--- config.mk ---
export PLATFORM = sky130hd
export DESIGN_NAME = respiration_control_bits
export DESIGN_NICKNAME = d
export VERILOG_FILES = /design/src/logic/resp_pkg.sv /design/src/logic/resp_wave_gen.sv /design/src/logic/respiration_control_bits.sv
export VERILOG_INCLUDE_DIRS = /design/src /design/src/logic
export SDC_FILE = /design/constraint.sdc
export NUM_CORES = 1
export LEC_CHECK = 0
export BUFFER_PORTS_ARGS = -buffer_cell sky130_fd_sc_hd__buf_2
export CAP_MARGIN = 20
export CORE_MARGIN = 2
export CORE_UTILIZATION = 40
export CTS_CLUSTER_SIZE = 14
export DETAILED_ROUTE_END_ITERATION = 8
export GPL_ROUTABILITY_DRIVEN = 0
export PLACE_DENSITY = 0.64
export SYNTH_ARGS = -nofsm -noshare
export SYNTH_HDL_FRONTEND = slang
export SYNTH_HIERARCHICAL = 1
export SYNTH_SLANG_ARGS = --single-unit
--- constraint.sdc ---
create_clock -name i_clk -period 2.25 [get_ports i_clk]
set_clock_uncertainty 0.15 [all_clocks]
set_input_delay 0.1125 -clock i_clk [delete_from_list [all_inputs] [get_ports i_clk]]
set_output_delay 0.1125 -clock i_clk [all_outputs]
set_load 0.05 [all_outputs]
--- src/logic/resp_regs.svh ---
`ifndef RESP_REGS_SVH
`define RESP_REGS_SVH

`define RESP_ADDR_W          8
`define RESP_DATA_W          24
`define RESP_CTRL_ADDR       8'h00
`define RESP_STAT_ADDR       8'h01
`define RESP_CTRL_RESET      24'h000000
`define RESP_RSVD_MSB        23
`define RESP_RSVD_LSB        17
`define RESP_EVERY_CYCLE_BIT 16
`define RESP_SYNC_EN_BIT     15
`define RESP_BYPASS_BIT      14
`define RESP_OUT_SEL_BIT     13
`define RESP_CAP_SEL_BIT     12
`define RESP_GAIN_MSB        11
`define RESP_GAIN_LSB        8
`define RESP_GAIN_SAT_CODE   4'h9
`define RESP_GAIN_MAX        4'ha
`define RESP_STAT_PIN_BIT    0
`define RESP_STAT_RA_BIT     1
`define RESP_STAT_LL_BIT     2
`define RESP_STAT_LA_BIT     3
`define RESP_STAT_GAIN_LSB   4
`define RESP_STAT_GAIN_MSB   7
`define RESP_DAC_W           8
`define RESP_BURST_W         2
`define RESP_BURST_LAST      2'h3
`define RESP_CARRIER_CLKS    256
`define RESP_AGE_W           9
`define RESP_AGE_MAX         9'h1ff
`define RESP_SETTLE_AGE      9'h008
`define RESP_CARRIER_AGE     9'h100

`endif

--- src/logic/resp_pkg.sv ---
`include "resp_regs.svh"

package resp_pkg;

  typedef struct packed {
    logic       every_cycle_waveform_sel;
    logic       carrier_sync_out_en;
    logic       onchip_amp_bypass;
    logic       drive_output_sel;
    logic       capacitor_source_sel;
    logic [3:0] resp_in_amp_gain;
  } ctrl_t;

  typedef struct packed {
    ctrl_t                      ctrl;
    logic [`RESP_DATA_W-1:0]    rdata;
    logic [3:0]                 gain_factor;
    logic                       pin_level;
    logic                       pin_oe_n;
    logic [`RESP_AGE_W-1:0]     mode_age;
  } bank_state_t;

  typedef struct packed {
    logic [`RESP_DAC_W-1:0]     phase;
    logic [`RESP_BURST_W-1:0]   burst;
    logic [`RESP_DAC_W-1:0]     code;
  } wave_state_t;

endpackage

--- src/logic/resp_wave_gen.sv ---
`timescale 1ns/10ps
`include "resp_regs.svh"

module resp_wave_gen
  import resp_pkg::*;
(
  input  wire logic                   i_clk,
  input  wire logic                   i_nrst,
  input  wire logic                   i_every_cycle,
  output logic [`RESP_DAC_W-1:0]      o_resp_drive_converter
);

  wave_state_t st_r;
  wave_state_t st_nxt;
  logic        active_nxt;

  // phase runs always so the burst spacing stays locked to the carrier
  always_comb begin
    st_nxt       = st_r;
    st_nxt.phase = st_r.phase + 8'h01;
    if (st_r.phase == 8'hff) begin
      st_nxt.burst = st_r.burst + 2'h1;
    end
    active_nxt  = i_every_cycle || (st_nxt.burst == 2'h0);
    st_nxt.code = active_nxt ? st_nxt.phase : 8'h00;
  end

  always_ff @(posedge i_clk or negedge i_nrst) begin
    if (!i_nrst) begin
      st_r <= '0;
    end else begin
      st_r <= st_nxt;
    end
  end

  assign o_resp_drive_converter = st_r.code;
endmodule

--- src/logic/respiration_control_bits.sv ---
`timescale 1ns/10ps
`include "resp_regs.svh"

// What this block does
// - sync bit drives converter msb onto pin three
// - sync period constant in both modes: 256 clocks in every-cycle mode, 1024 in every-N mode
// - bypass bit skips on-chip amplifier stage
// - output select picks left leg or left arm
// - external capacitors force right-arm drive only
// - capacitor bit picks internal or external capacitors
// - gain equals code plus one, saturating at ten
module respiration_control_bits
  import resp_pkg::*;
(
  input  wire logic                    i_clk,
  input  wire logic                    i_nrst,
  input  wire logic [`RESP_ADDR_W-1:0] i_addr,
  input  wire logic [`RESP_DATA_W-1:0] i_wdata,
  input  wire logic                    i_wr,
  input  wire logic                    i_rd,
  output logic [`RESP_DATA_W-1:0]      o_rdata,
  output logic                         o_general_pin_three,
  output logic                         o_general_pin_three_oe_n,
  output logic                         o_drive_out_right_arm,
  output logic                         o_drive_out_left_leg,
  output logic                         o_drive_out_left_arm,
  output logic                         o_onchip_amp_bypass,
  output logic                         o_capacitor_source_sel,
  output logic [3:0]                   o_gain_factor,
  output logic [`RESP_DAC_W-1:0]       o_resp_drive_converter
);

  bank_state_t            st_r;
  bank_state_t            st_nxt;
  logic [`RESP_DAC_W-1:0] dac_code;
  logic                   ra_en;
  logic                   ll_en;
  logic                   la_en;
  logic                   ctrl_wr;
  logic [3:0]             wgain;

  function automatic logic [3:0] sat_gain(input logic [3:0] code);
    // codes nine and above all land on the top gain
    if (code >= `RESP_GAIN_SAT_CODE) begin
      sat_gain = `RESP_GAIN_MAX;
    end else begin
      sat_gain = code + 4'h1;
    end
  endfunction

  function automatic ctrl_t unpack_ctrl(input logic [`RESP_DATA_W-1:0] d);
    unpack_ctrl.every_cycle_waveform_sel = d[`RESP_EVERY_CYCLE_BIT];
    unpack_ctrl.carrier_sync_out_en      = d[`RESP_SYNC_EN_BIT];
    unpack_ctrl.onchip_amp_bypass        = d[`RESP_BYPASS_BIT];
    unpack_ctrl.drive_output_sel         = d[`RESP_OUT_SEL_BIT];
    unpack_ctrl.capacitor_source_sel     = d[`RESP_CAP_SEL_BIT];
    unpack_ctrl.resp_in_amp_gain         = d[`RESP_GAIN_MSB:`RESP_GAIN_LSB];
  endfunction

  function automatic logic [`RESP_DATA_W-1:0] pack_ctrl(input ctrl_t c);
    pack_ctrl                                = '0;
    pack_ctrl[`RESP_EVERY_CYCLE_BIT]         = c.every_cycle_waveform_sel;
    pack_ctrl[`RESP_SYNC_EN_BIT]             = c.carrier_sync_out_en;
    pack_ctrl[`RESP_BYPASS_BIT]              = c.onchip_amp_bypass;
    pack_ctrl[`RESP_OUT_SEL_BIT]             = c.drive_output_sel;
    pack_ctrl[`RESP_CAP_SEL_BIT]             = c.capacitor_source_sel;
    pack_ctrl[`RESP_GAIN_MSB:`RESP_GAIN_LSB] = c.resp_in_amp_gain;
  endfunction

  assign ctrl_wr = i_wr && (i_addr == `RESP_CTRL_ADDR);
  assign wgain   = i_wdata[`RESP_GAIN_MSB:`RESP_GAIN_LSB];

  resp_wave_gen u_wave (
    .i_clk                  (i_clk),
    .i_nrst                 (i_nrst),
    .i_every_cycle          (st_r.ctrl.every_cycle_waveform_sel),
    .o_resp_drive_converter (dac_code)
  );

  // capacitor source overrides the output select
  assign ra_en = 1'b1;
  assign ll_en = !st_r.ctrl.capacitor_source_sel && !st_r.ctrl.drive_output_sel;
  assign la_en = !st_r.ctrl.capacitor_source_sel && st_r.ctrl.drive_output_sel;

  always_comb begin
    st_nxt       = st_r;
    st_nxt.rdata = '0;
    if (ctrl_wr) begin
      // reserved and unused low bits are dropped here
      st_nxt.ctrl = unpack_ctrl(i_wdata);
    end
    if (ctrl_wr && (unpack_ctrl(i_wdata) != st_r.ctrl)) begin
      st_nxt.mode_age = '0;
    end else if (st_r.mode_age != `RESP_AGE_MAX) begin
      st_nxt.mode_age = st_r.mode_age + 9'h001;
    end
    if (i_rd) begin
      case (i_addr)
        `RESP_CTRL_ADDR: begin
          st_nxt.rdata = pack_ctrl(st_r.ctrl);
        end
        `RESP_STAT_ADDR: begin
          st_nxt.rdata[`RESP_STAT_PIN_BIT] = st_r.pin_level;
          st_nxt.rdata[`RESP_STAT_RA_BIT]  = ra_en;
          st_nxt.rdata[`RESP_STAT_LL_BIT]  = ll_en;
          st_nxt.rdata[`RESP_STAT_LA_BIT]  = la_en;
          st_nxt.rdata[`RESP_STAT_GAIN_MSB:`RESP_STAT_GAIN_LSB] = st_r.gain_factor;
        end
        default: begin
          st_nxt.rdata = '0;
        end
      endcase
    end
    st_nxt.gain_factor = sat_gain(st_nxt.ctrl.resp_in_amp_gain);
    // pin is released, not held low, when sync is off
    st_nxt.pin_oe_n  = !st_nxt.ctrl.carrier_sync_out_en;
    st_nxt.pin_level = st_nxt.ctrl.carrier_sync_out_en && dac_code[`RESP_DAC_W-1];
  end

  always_ff @(posedge i_clk or negedge i_nrst) begin
    if (!i_nrst) begin
      st_r          <= '0;
      st_r.pin_oe_n <= 1'b1;
    end else begin
      st_r <= st_nxt;
    end
  end

  assign o_rdata                  = st_r.rdata;
  assign o_general_pin_three      = st_r.pin_level;
  assign o_general_pin_three_oe_n = st_r.pin_oe_n;
  assign o_drive_out_right_arm    = ra_en;
  assign o_drive_out_left_leg     = ll_en;
  assign o_drive_out_left_arm     = la_en;
  assign o_onchip_amp_bypass      = st_r.ctrl.onchip_amp_bypass;
  assign o_capacitor_source_sel   = st_r.ctrl.capacitor_source_sel;
  assign o_gain_factor            = st_r.gain_factor;
  assign o_resp_drive_converter   = dac_code;
endmodule

==> out/results.ini, run 1 <==
[setup_path]
critPathKind = reg -> reg
crit_fanout = 8
critPathSlowestCell = or3_1
critPathTopFamily = simple AND/OR/NAND/NOR gates
critical_path_arrival_ns = 1.90
critPathMaxStageDelay_ns = 0.52
path_buf_inv = 0
end_kind = flop
worst_ep_required_time_ns = 2.30
worstPathCellList = ha_1 > nand3_1 > or3_1 > a32oi_1
cp-start-kind = flop

[logic_synthesis]
avgSynthCellArea_sq_um = 11.8
syn_area_sq_um = 2300
synth-edff-count = 0
synth-main-ff-cell = dfrtp_1
synth_cells = 195
async_reset_ff_share_pct = 100
seq_area_frac_synth_pct = 54.4
ys_warn_count = 6
synth-seq-cells = 50
synth.distinct_cells = 35

[drt]
drtIter0Drc = 114
avgViaCountPerCell = 4.51
routed_wirelength_um = 3710
ant_nets = 0
routedWlPerCell_um = 12.1
firstDrtPassIters = 4
via_count = 1377
drc = 0

[floorplan]
dieWidth_um = 79.8
io_pins = 79
row_count = 27
fp.dieH_um = 79.8
initial_core_util_pct = 41.5
core_sq_um = 5540
die_area_sq_um = 6380

[timing]
worst_pin_slew_ns = 0.603
timing.hold.ws_ns = 0.0582
finalHoldViolCount = 0
drv_slew = 0
tns_ns = 0
fin_crit_ns = 1.85
finalSetupViolCount = 0
min_period_over_period_pct = 82.1
grt_setup_unrepaired = false
relSlewSlack_pct = 59.8
max_freq_mhz = 542

[flow_run]
drv_cap = 0

[outcome]
status = finished clean

[global_route]
grt_max_degree = 51
grt_antenna_before_repair = 0
grt_pass1_wl_um = 5850
grt.overflow.total = 0
grt_pass1_vias = 1263
grt_usage_pct = 12.1

[cts]
clock-root-buffer = clkbuf_8
clock_latency_ns = 0.29
post-cts-setup-buffers = 0
cts_tree = done
cts_buffers = 5
clk_pin_slew_ns = 0.09
cts_max_level = 2
cts_sinks = 50
clk_path_buf_depth = 2

[final_layout]
nNetsFinal = 269
diodes = 0
fin_area_sq_um = 2580
syn_to_final_growth_pct = 12.1
drive_above_1_share_pct = 37.3
n_fill_cell = 533
utilization_pct = 46.6

[place]
detailed_place_hpwl_um = 2560
portBuffers = 55
placed_cell_area_sq_um = 2390

[worst_hold_path]
hold_path.class = in -> reg

[pwr]
leakage_nw = 1.41
vdd_drop_max_mv = 0.373
power.density_nw_per_um2 = 619

cell type report:
type | count | area (sq um) | area share, %
Sequential cell | 50 | 1250 | 48.5
Multi-Input combinational cell | 101 | 729 | 28.3
Tap cell | 72 | 90.1 | 3.49
Timing Repair Buffer | 67 | 390 | 15.1
Inverter | 7 | 26.3 | 1.02
Clock buffer | 7 | 86.3 | 3.35
Clock inverter | 1 | 5.00 | 0.194
through the flow:
stage | setup slack, ns | instances | power (mW)
2_1_floorplan | 0.442 | 201 | 1.05
3_3_place_gp | 0.446 | 287 | 1.09
3_5_place_dp | 0.429 | 287 | 1.09
4_1_cts | 0.412 | 305 | 1.62
5_1_grt | 0.311 | 305 | 1.67
6_report | 0.404 | 305 | 1.60
state kept, by name (all words and copies together) (netlist names), 4 cells and up:
name,count
u_wave/st_r,10
o_rdata,17
o_gain_factor,4
u_wave/o_resp_drive_converter,8
st_r,7
cells by family (layout without fill, tap and decap cells):
logic type                 Yosys count  count (layout)  share of synthesized area [%]
DFF                                 50              50                           54.4
adders and majority gates            1               1                          0.544
xor gates and xnor gates             7               7                           2.66
muxes                               15              15                           8.10
and+or+nand+nor                     48              48                           12.9
AOI/OAI and AO/OA                   22              22                           6.20
other                                2               8                          0.326
buffers and inverters               50              82                           14.8
path summary, 6_finish.rpt:
check | from | slack [ns] | depth (start not counted) | to
setup / recovery | u_wave/st_r[10] | 0.40 | 4 | u_wave/o_resp_drive_converter[6]
hold / removal | i_rd | 0.06 | 2 | o_rdata[1]
setup reg to reg | u_wave/st_r[10] | 0.40 | 4 | u_wave/o_resp_drive_converter[6]
hold reg to reg | st_r[46] | 0.32 | 1 | o_general_pin_three_oe_n
max in group asynchronous | i_nrst | 1.24 | 3 | o_rdata[14]
min in group asynchronous | i_nrst | 0.30 | 3 | st_r[46]
power by group:
| group | switching, mW | internal [mW] |
|---|---|---|
| registers | 0.0115 | 0.910 |
| logic | 0.106 | 0.0531 |
| clock network | 0.268 | 0.248 |
layer usage:
layer  wire [um]  track usage [%]  part of all wire, %  vias up
li1            -                -                    -      682
met1        1730             15.3                   47      645
met2        1670             19.4                   45       45
met3         240             3.62                  6.5        5
met4          63             5.08                  1.7        0
met5           0                0                    0        -
cell usage after synthesis (3+ instances only):
library cell	number	area, sq um
dfrtp_1	49	1230
buf_4	37	278
and2_1	16	100
nand2_1	8	30.0
a31oi_1	7	43.8
inv_1	7	26.3
mux2_4	6	90.1
mux2_2	5	56.3
xor2_1	5	43.8
a21oi_1	4	20.0
clkbuf_1	4	15.0
mux2i_1	4	40.0
nand3_1	4	20.0
a32oi_1	3	26.3
nor2_1	3	11.3
o21ai_0	3	15.0
or3_1	3	18.8
cells in the final DEF (no fill, tap or decap), types with 2 or more instances in the layout:
cell type      synthesis  layout
buf_2                  0      55
dfrtp_1               49      49
and2_1                16      16
dlygate4sd3_1          0      10
nand2_1                8       8
conb_1                 2       8
a31oi_1                7       7
inv_1                  7       7
mux2_4                 6       6
clkbuf_8               0       6
xor2_1                 5       5
mux2_2                 5       5
a21oi_1                4       4
mux2i_1                4       4
nand3_1                4       4
nor2_1                 3       3
o21ai_0                3       3
or3_1                  3       3
a32oi_1                3       3
nor4_2                 2       2
nor3_1                 2       2
a21bo_2                2       2
nand3b_1               2       2
or2_2                  2       2
o22ai_1                2       2
buf_4                 37       2
xnor2_1                2       2
repair_timing:
| item | 4_1_cts | 5_1_grt |
|---|---|---|
| resized for setup | 0 | 0 |
| hold endpoints to repair | 60 | 0 |
| hold buffers | 10 | 0 |
No activity file was read; power rests on OpenSTA's default activity.
==> run 2, diff against run 1 <==
==> constraint.sdc (replaced) <==
create_clock -name i_clk -period 1.91 [get_ports i_clk]
set_clock_uncertainty 0.15 [all_clocks]
set_input_delay 0.0955 -clock i_clk [delete_from_list [all_inputs] [get_ports i_clk]]
set_output_delay 0.0955 -clock i_clk [all_outputs]
set_load 0.05 [all_outputs]
==> run 2 against run 1 <==
First-iteration DRC count down 55%. Maximum frequency up 5.8%. Register-to-register slack got worse by 0.24 ns. Clock-buffer cell count shrank 1. Global-route usage increased by 0.096 points. Die area unchanged. Cell area up 1.2%. Hold slack got worse by 0.033 ns. Sequential share of layout area shrank 0.58 points. Utilization increased by 0.56 points. Combinational power rose by 19%. Largest cell class unchanged.
==> out/results.ini, run 2 (same netlist as run 1, synthesis figures left out) <==
[global_route]
grt_usage_pct = 12.2
grt_antenna_before_repair = 0
grt_max_degree = 30
grt_pass1_wl_um = 5980
grt.overflow.total = 0
grt_pass1_vias = 1281

[setup_path]
critical_path_arrival_ns = 1.81
critPathSlowestCell = or3_1
critPathTopFamily = simple AND/OR/NAND/NOR gates
worst_ep_required_time_ns = 1.97
path_buf_inv = 0
end_kind = flop
worstPathCellList = ha_1 > nand3_1 > or3_1 > a32oi_1
crit_fanout = 8
critPathKind = reg -> reg
critPathMaxStageDelay_ns = 0.52
cp-start-kind = flop

[timing]
worst_pin_slew_ns = 0.506
finalSetupViolCount = 0
fin_ws_ns = 0.166
timing.hold.ws_ns = 0.0250
drv_slew = 0
relSlewSlack_pct = 66.3
tns_ns = 0
min_period_over_period_pct = 91.3
max_freq_mhz = 573
grt_setup_unrepaired = false
fin_crit_ns = 1.74
finalHoldViolCount = 0

[final_layout]
seq_area_sq_um = 1250
fin_area_sq_um = 2610
multi_input_area_sq_um = 729
n_fill_cell = 513
final_cells = 307
syn_to_final_growth_pct = 13.5
final_cell_mix = buf_2, dfrtp_1, and2_1
nNetsFinal = 271
layout_commonest_cell = buf_2
diodes = 0
largest_register_ffs = 17
drive_above_1_share_pct = 38.3

[drt]
drtIter0Drc = 51
avgViaCountPerCell = 4.49
drc = 0
routedWlPerCell_um = 12.1
firstDrtPassIters = 4
routed_wirelength_um = 3720
via_count = 1378
ant_nets = 0

[cts]
cts_tree = done
clk_path_buf_depth = 2
cts_max_level = 2
cts_sinks = 50
clk_pin_slew_ns = 0.08
cts_buffers = 5
clock-root-buffer = clkbuf_8
clock_latency_ns = 0.30

[floorplan]
fp.dieH_um = 79.8
die_area_sq_um = 6380
core_sq_um = 5540
io_pins = 79
dieWidth_um = 79.8
initial_core_util_pct = 41.5
row_count = 27

[pwr]
vdd_drop_max_mv = 0.318
leakage_nw = 1.42
power.density_nw_per_um2 = 726

[outcome]
status = finished clean

[place]
post-place-cells = 289
pre_cts_slack_ns = 0.186
detailed_place_hpwl_um = 2660
placed_cell_area_sq_um = 2420
portBuffers = 55

[flow_run]
drv_cap = 0

[worst_hold_path]
hold_path.class = in -> reg

-- run 2: cell count changes in the layout (fill, tap and decap cells not counted) --
cell,previous run,this run
buf_12,0,1
buf_4,2,3
clkbuf_1,1,0
clkinvlp_4,0,1
-- run 2: power by group --
group          leakage, nW  switching (mW)  total, mW  internal, mW
registers            0.659          0.0136       1.09          1.07
clock network       0.0472           0.327      0.618         0.291
logic                0.717           0.125      0.190        0.0653
total                 1.42           0.466       1.89          1.43
-- run 2: routing by layer --
metal	GRT usage (%)	routed length [um]
met5	0	0
met4	4.92	61
met2	19.7	1670
met1	15.2	1700
met3	3.96	282
-- run 2: stage by stage --
step	power, mW	util, %
floorplan	1.23	-
CTS	1.92	47.1
detailed placement	1.29	43.6
global placement	1.28	43.6
global route	1.99	47.1
finish	1.89	47.1
-- run 2: worst reg2reg max path: cells and delay by family (launching register included) --
kind	cells	cell delay, ns
adder cells (fa/ha/maj)	1	0.20
AO/OA/AOI/OAI	1	0.26
flip-flops	1	0.41
AND/OR/NAND/NOR	2	0.65
-- run 2: worst paths after layout --
path	slack (ns)	startpoint	cells after the start	endpoint
min reg2reg	0.31	st_r[46]	1	o_general_pin_three_oe_n
min	0.02	i_rd	2	o_rdata[1]
max reg2reg	0.17	u_wave/st_r[10]	4	u_wave/o_resp_drive_converter[6]
max	0.17	u_wave/st_r[10]	4	u_wave/o_resp_drive_converter[6]
min in group asynchronous	0.14	i_nrst	2	o_rdata[8]
max in group asynchronous	0.95	i_nrst	3	u_wave/o_resp_drive_converter[0]
-- run 2: timing repair --
item | 4_1_cts | 5_1_grt
resized for setup | 0 | 0
endpoints found under the hold margin | 33 | 0
buffers inserted | 0 | 0
hold buffers | 10 | 0
-- run 2: layout make-up --
| type | instances | area share (%) |
|---|---|---|
| clock buffers | 6 | 3.16 |
| clock inverters | 2 | 0.479 |
| inverters | 7 | 1.01 |
| multi-input cells | 101 | 27.9 |
| flip-flops and latches | 50 | 48.0 |
| well taps | 72 | 3.45 |
| repair buffers | 69 | 16.0 |
==> run 3, diff against run 2 <==
--- a/config.mk
+++ b/config.mk
@@ -6,6 +6,7 @@
 export SDC_FILE = /design/constraint.sdc
 export NUM_CORES = 1
 export LEC_CHECK = 0
+export ABC_CLOCK_PERIOD_IN_PS = 1910
 export BUFFER_PORTS_ARGS = -buffer_cell sky130_fd_sc_hd__buf_2
 export CAP_MARGIN = 20
 export CORE_MARGIN = 2
==> constraint.sdc (replaced) <==
create_clock -name i_clk -period 1.91 [get_ports i_clk]
set_clock_uncertainty 0.15 [all_clocks]
set_input_delay 0.191 -clock i_clk [delete_from_list [all_inputs] [get_ports i_clk]]
set_output_delay 0.191 -clock i_clk [all_outputs]
set_load 0.05 [all_outputs]
==> run 3 against run 2 <==
Sequential share of layout area is 0.37 points higher. Via count shrank 0.15%. Clock-buffer cell count did not move. Largest power group unchanged.
==> out/results.ini, run 3 (same netlist as run 1, synthesis figures left out) <==
[global_route]
grt_antenna_before_repair = 0
grt_usage_pct = 12.3
grt_pass1_wl_um = 5890
grt_max_degree = 30
grt_pass1_vias = 1231
grt.overflow.total = 0

[floorplan]
dieWidth_um = 79.8
core_sq_um = 5540
io_pins = 79
row_count = 27
initial_core_util_pct = 41.5
die_area_sq_um = 6380
fp.dieH_um = 79.8

[timing]
timing.hold.ws_ns = 0.0201
min_period_over_period_pct = 87.0
fin_crit_ns = 1.66
finalSetupViolCount = 0
finalHoldViolCount = 0
fin_ws_ns = 0.248
tns_ns = 0
grt_setup_unrepaired = false
drv_slew = 0
max_freq_mhz = 602

[setup_path]
path_buf_inv = 0
critical_path_arrival_ns = 1.73
critPathTopFamily = simple AND/OR/NAND/NOR gates
cp-start-kind = flop
critPathSlowestCell = or3_4
critPathKind = reg -> reg
crit_fanout = 8
end_kind = flop
worstPathCellList = ha_1 > nand3_1 > or3_4 > a32oi_1
worst_ep_required_time_ns = 1.98
critPathMaxStageDelay_ns = 0.44

[drt]
via_count = 1376
routed_wirelength_um = 3670
firstDrtPassIters = 4
routedWlPerCell_um = 12.1
avgViaCountPerCell = 4.54
drtIter0Drc = 54
ant_nets = 0
drc = 0

[pwr]
power.density_nw_per_um2 = 767
seq_power_share_pct = 54.6
power.share.clock_pct = 36.1
p_comb_share_pct = 9.3
leakage_nw = 1.41
vdd_drop_max_mv = 0.346
p_sw_mw = 0.465
cellInternalPower_mw = 1.52
switching_share_pct = 23.4

[final_layout]
largest_register_ffs = 17
final_cell_mix = buf_2, dfrtp_1, and2_1
diodes = 0
nNetsFinal = 267
drive_above_1_share_pct = 39.0
syn_to_final_growth_pct = 12.6
layout_commonest_cell = buf_2

[worst_hold_path]
hold_path.class = in -> reg

[outcome]
status = finished clean

[cts]
clock_latency_ns = 0.30
clk_path_buf_depth = 2
cts_tree = done
clk_pin_slew_ns = 0.09
cts_max_level = 2
post-cts-setup-buffers = 0
cts_buffers = 5
clock-root-buffer = clkbuf_8
cts_sinks = 50

[place]
portBuffers = 55
detailed_place_hpwl_um = 2620
pre_cts_slack_ns = 0.137

[flow_run]
drv_cap = 0

run 3: repair_timing:
item | in CTS | in global routing
endpoints found under the setup margin | 0 | 2
endpoints found under the hold margin | 27 | 0
resized for setup | 0 | 1
hold buffers | 6 | 0
run 3: cell type report:
class	instances	area [sq um]
clock inverters	2	37.5
multi-input cells	101	734
fillers	531	2950
repair buffers	65	378
well taps	72	90.1
inverters	7	26.3
clock buffers	6	72.6
flip-flops and latches	50	1250
run 3: per-stage QoR:
step	utilization [%]	instances	power, mW	cell area [sq um]
finish	46.8	303	1.99	2590
global route	46.8	303	2.09	2590
CTS	46.7	303	2.02	2590
detailed placement	43.6	289	1.28	2420
global placement	43.6	289	1.28	2420
floorplan	-	201	1.23	2320
run 3: metal layers:
metal | global-route usage (%) | vias up | part of all wire, %
met3 | 3.51 | 5 | 6.5
li1 | - | 677 | -
met2 | 19.4 | 48 | 46
met4 | 5.59 | 0 | 1.7
met1 | 15.5 | 646 | 46
met5 | 0 | - | 0
run 3: worst paths after layout:
check	startpoint	endpoint	slack (ns)	depth (start not counted)
setup / recovery	u_wave/st_r[10]	u_wave/o_resp_drive_converter[6]	0.25	4
hold / removal	i_wdata[10]	st_r[41]	0.02	2
setup reg to reg	u_wave/st_r[10]	u_wave/o_resp_drive_converter[6]	0.25	4
hold reg to reg	st_r[46]	o_general_pin_three_oe_n	0.32	1
max in group asynchronous	i_nrst	u_wave/o_resp_drive_converter[4]	0.87	3
min in group asynchronous	i_nrst	u_wave/st_r[8]	0.23	2
run 3: power by group through the flow:
stage	clock network (mW)	logic, mW	registers (mW)
after detailed placement	0	0.178	1.11
after global routing	0.803	0.200	1.09
final	0.718	0.185	1.09
after CTS	0.751	0.188	1.09
after floorplan	0	0.121	1.11
after global placement	0	0.177	1.11
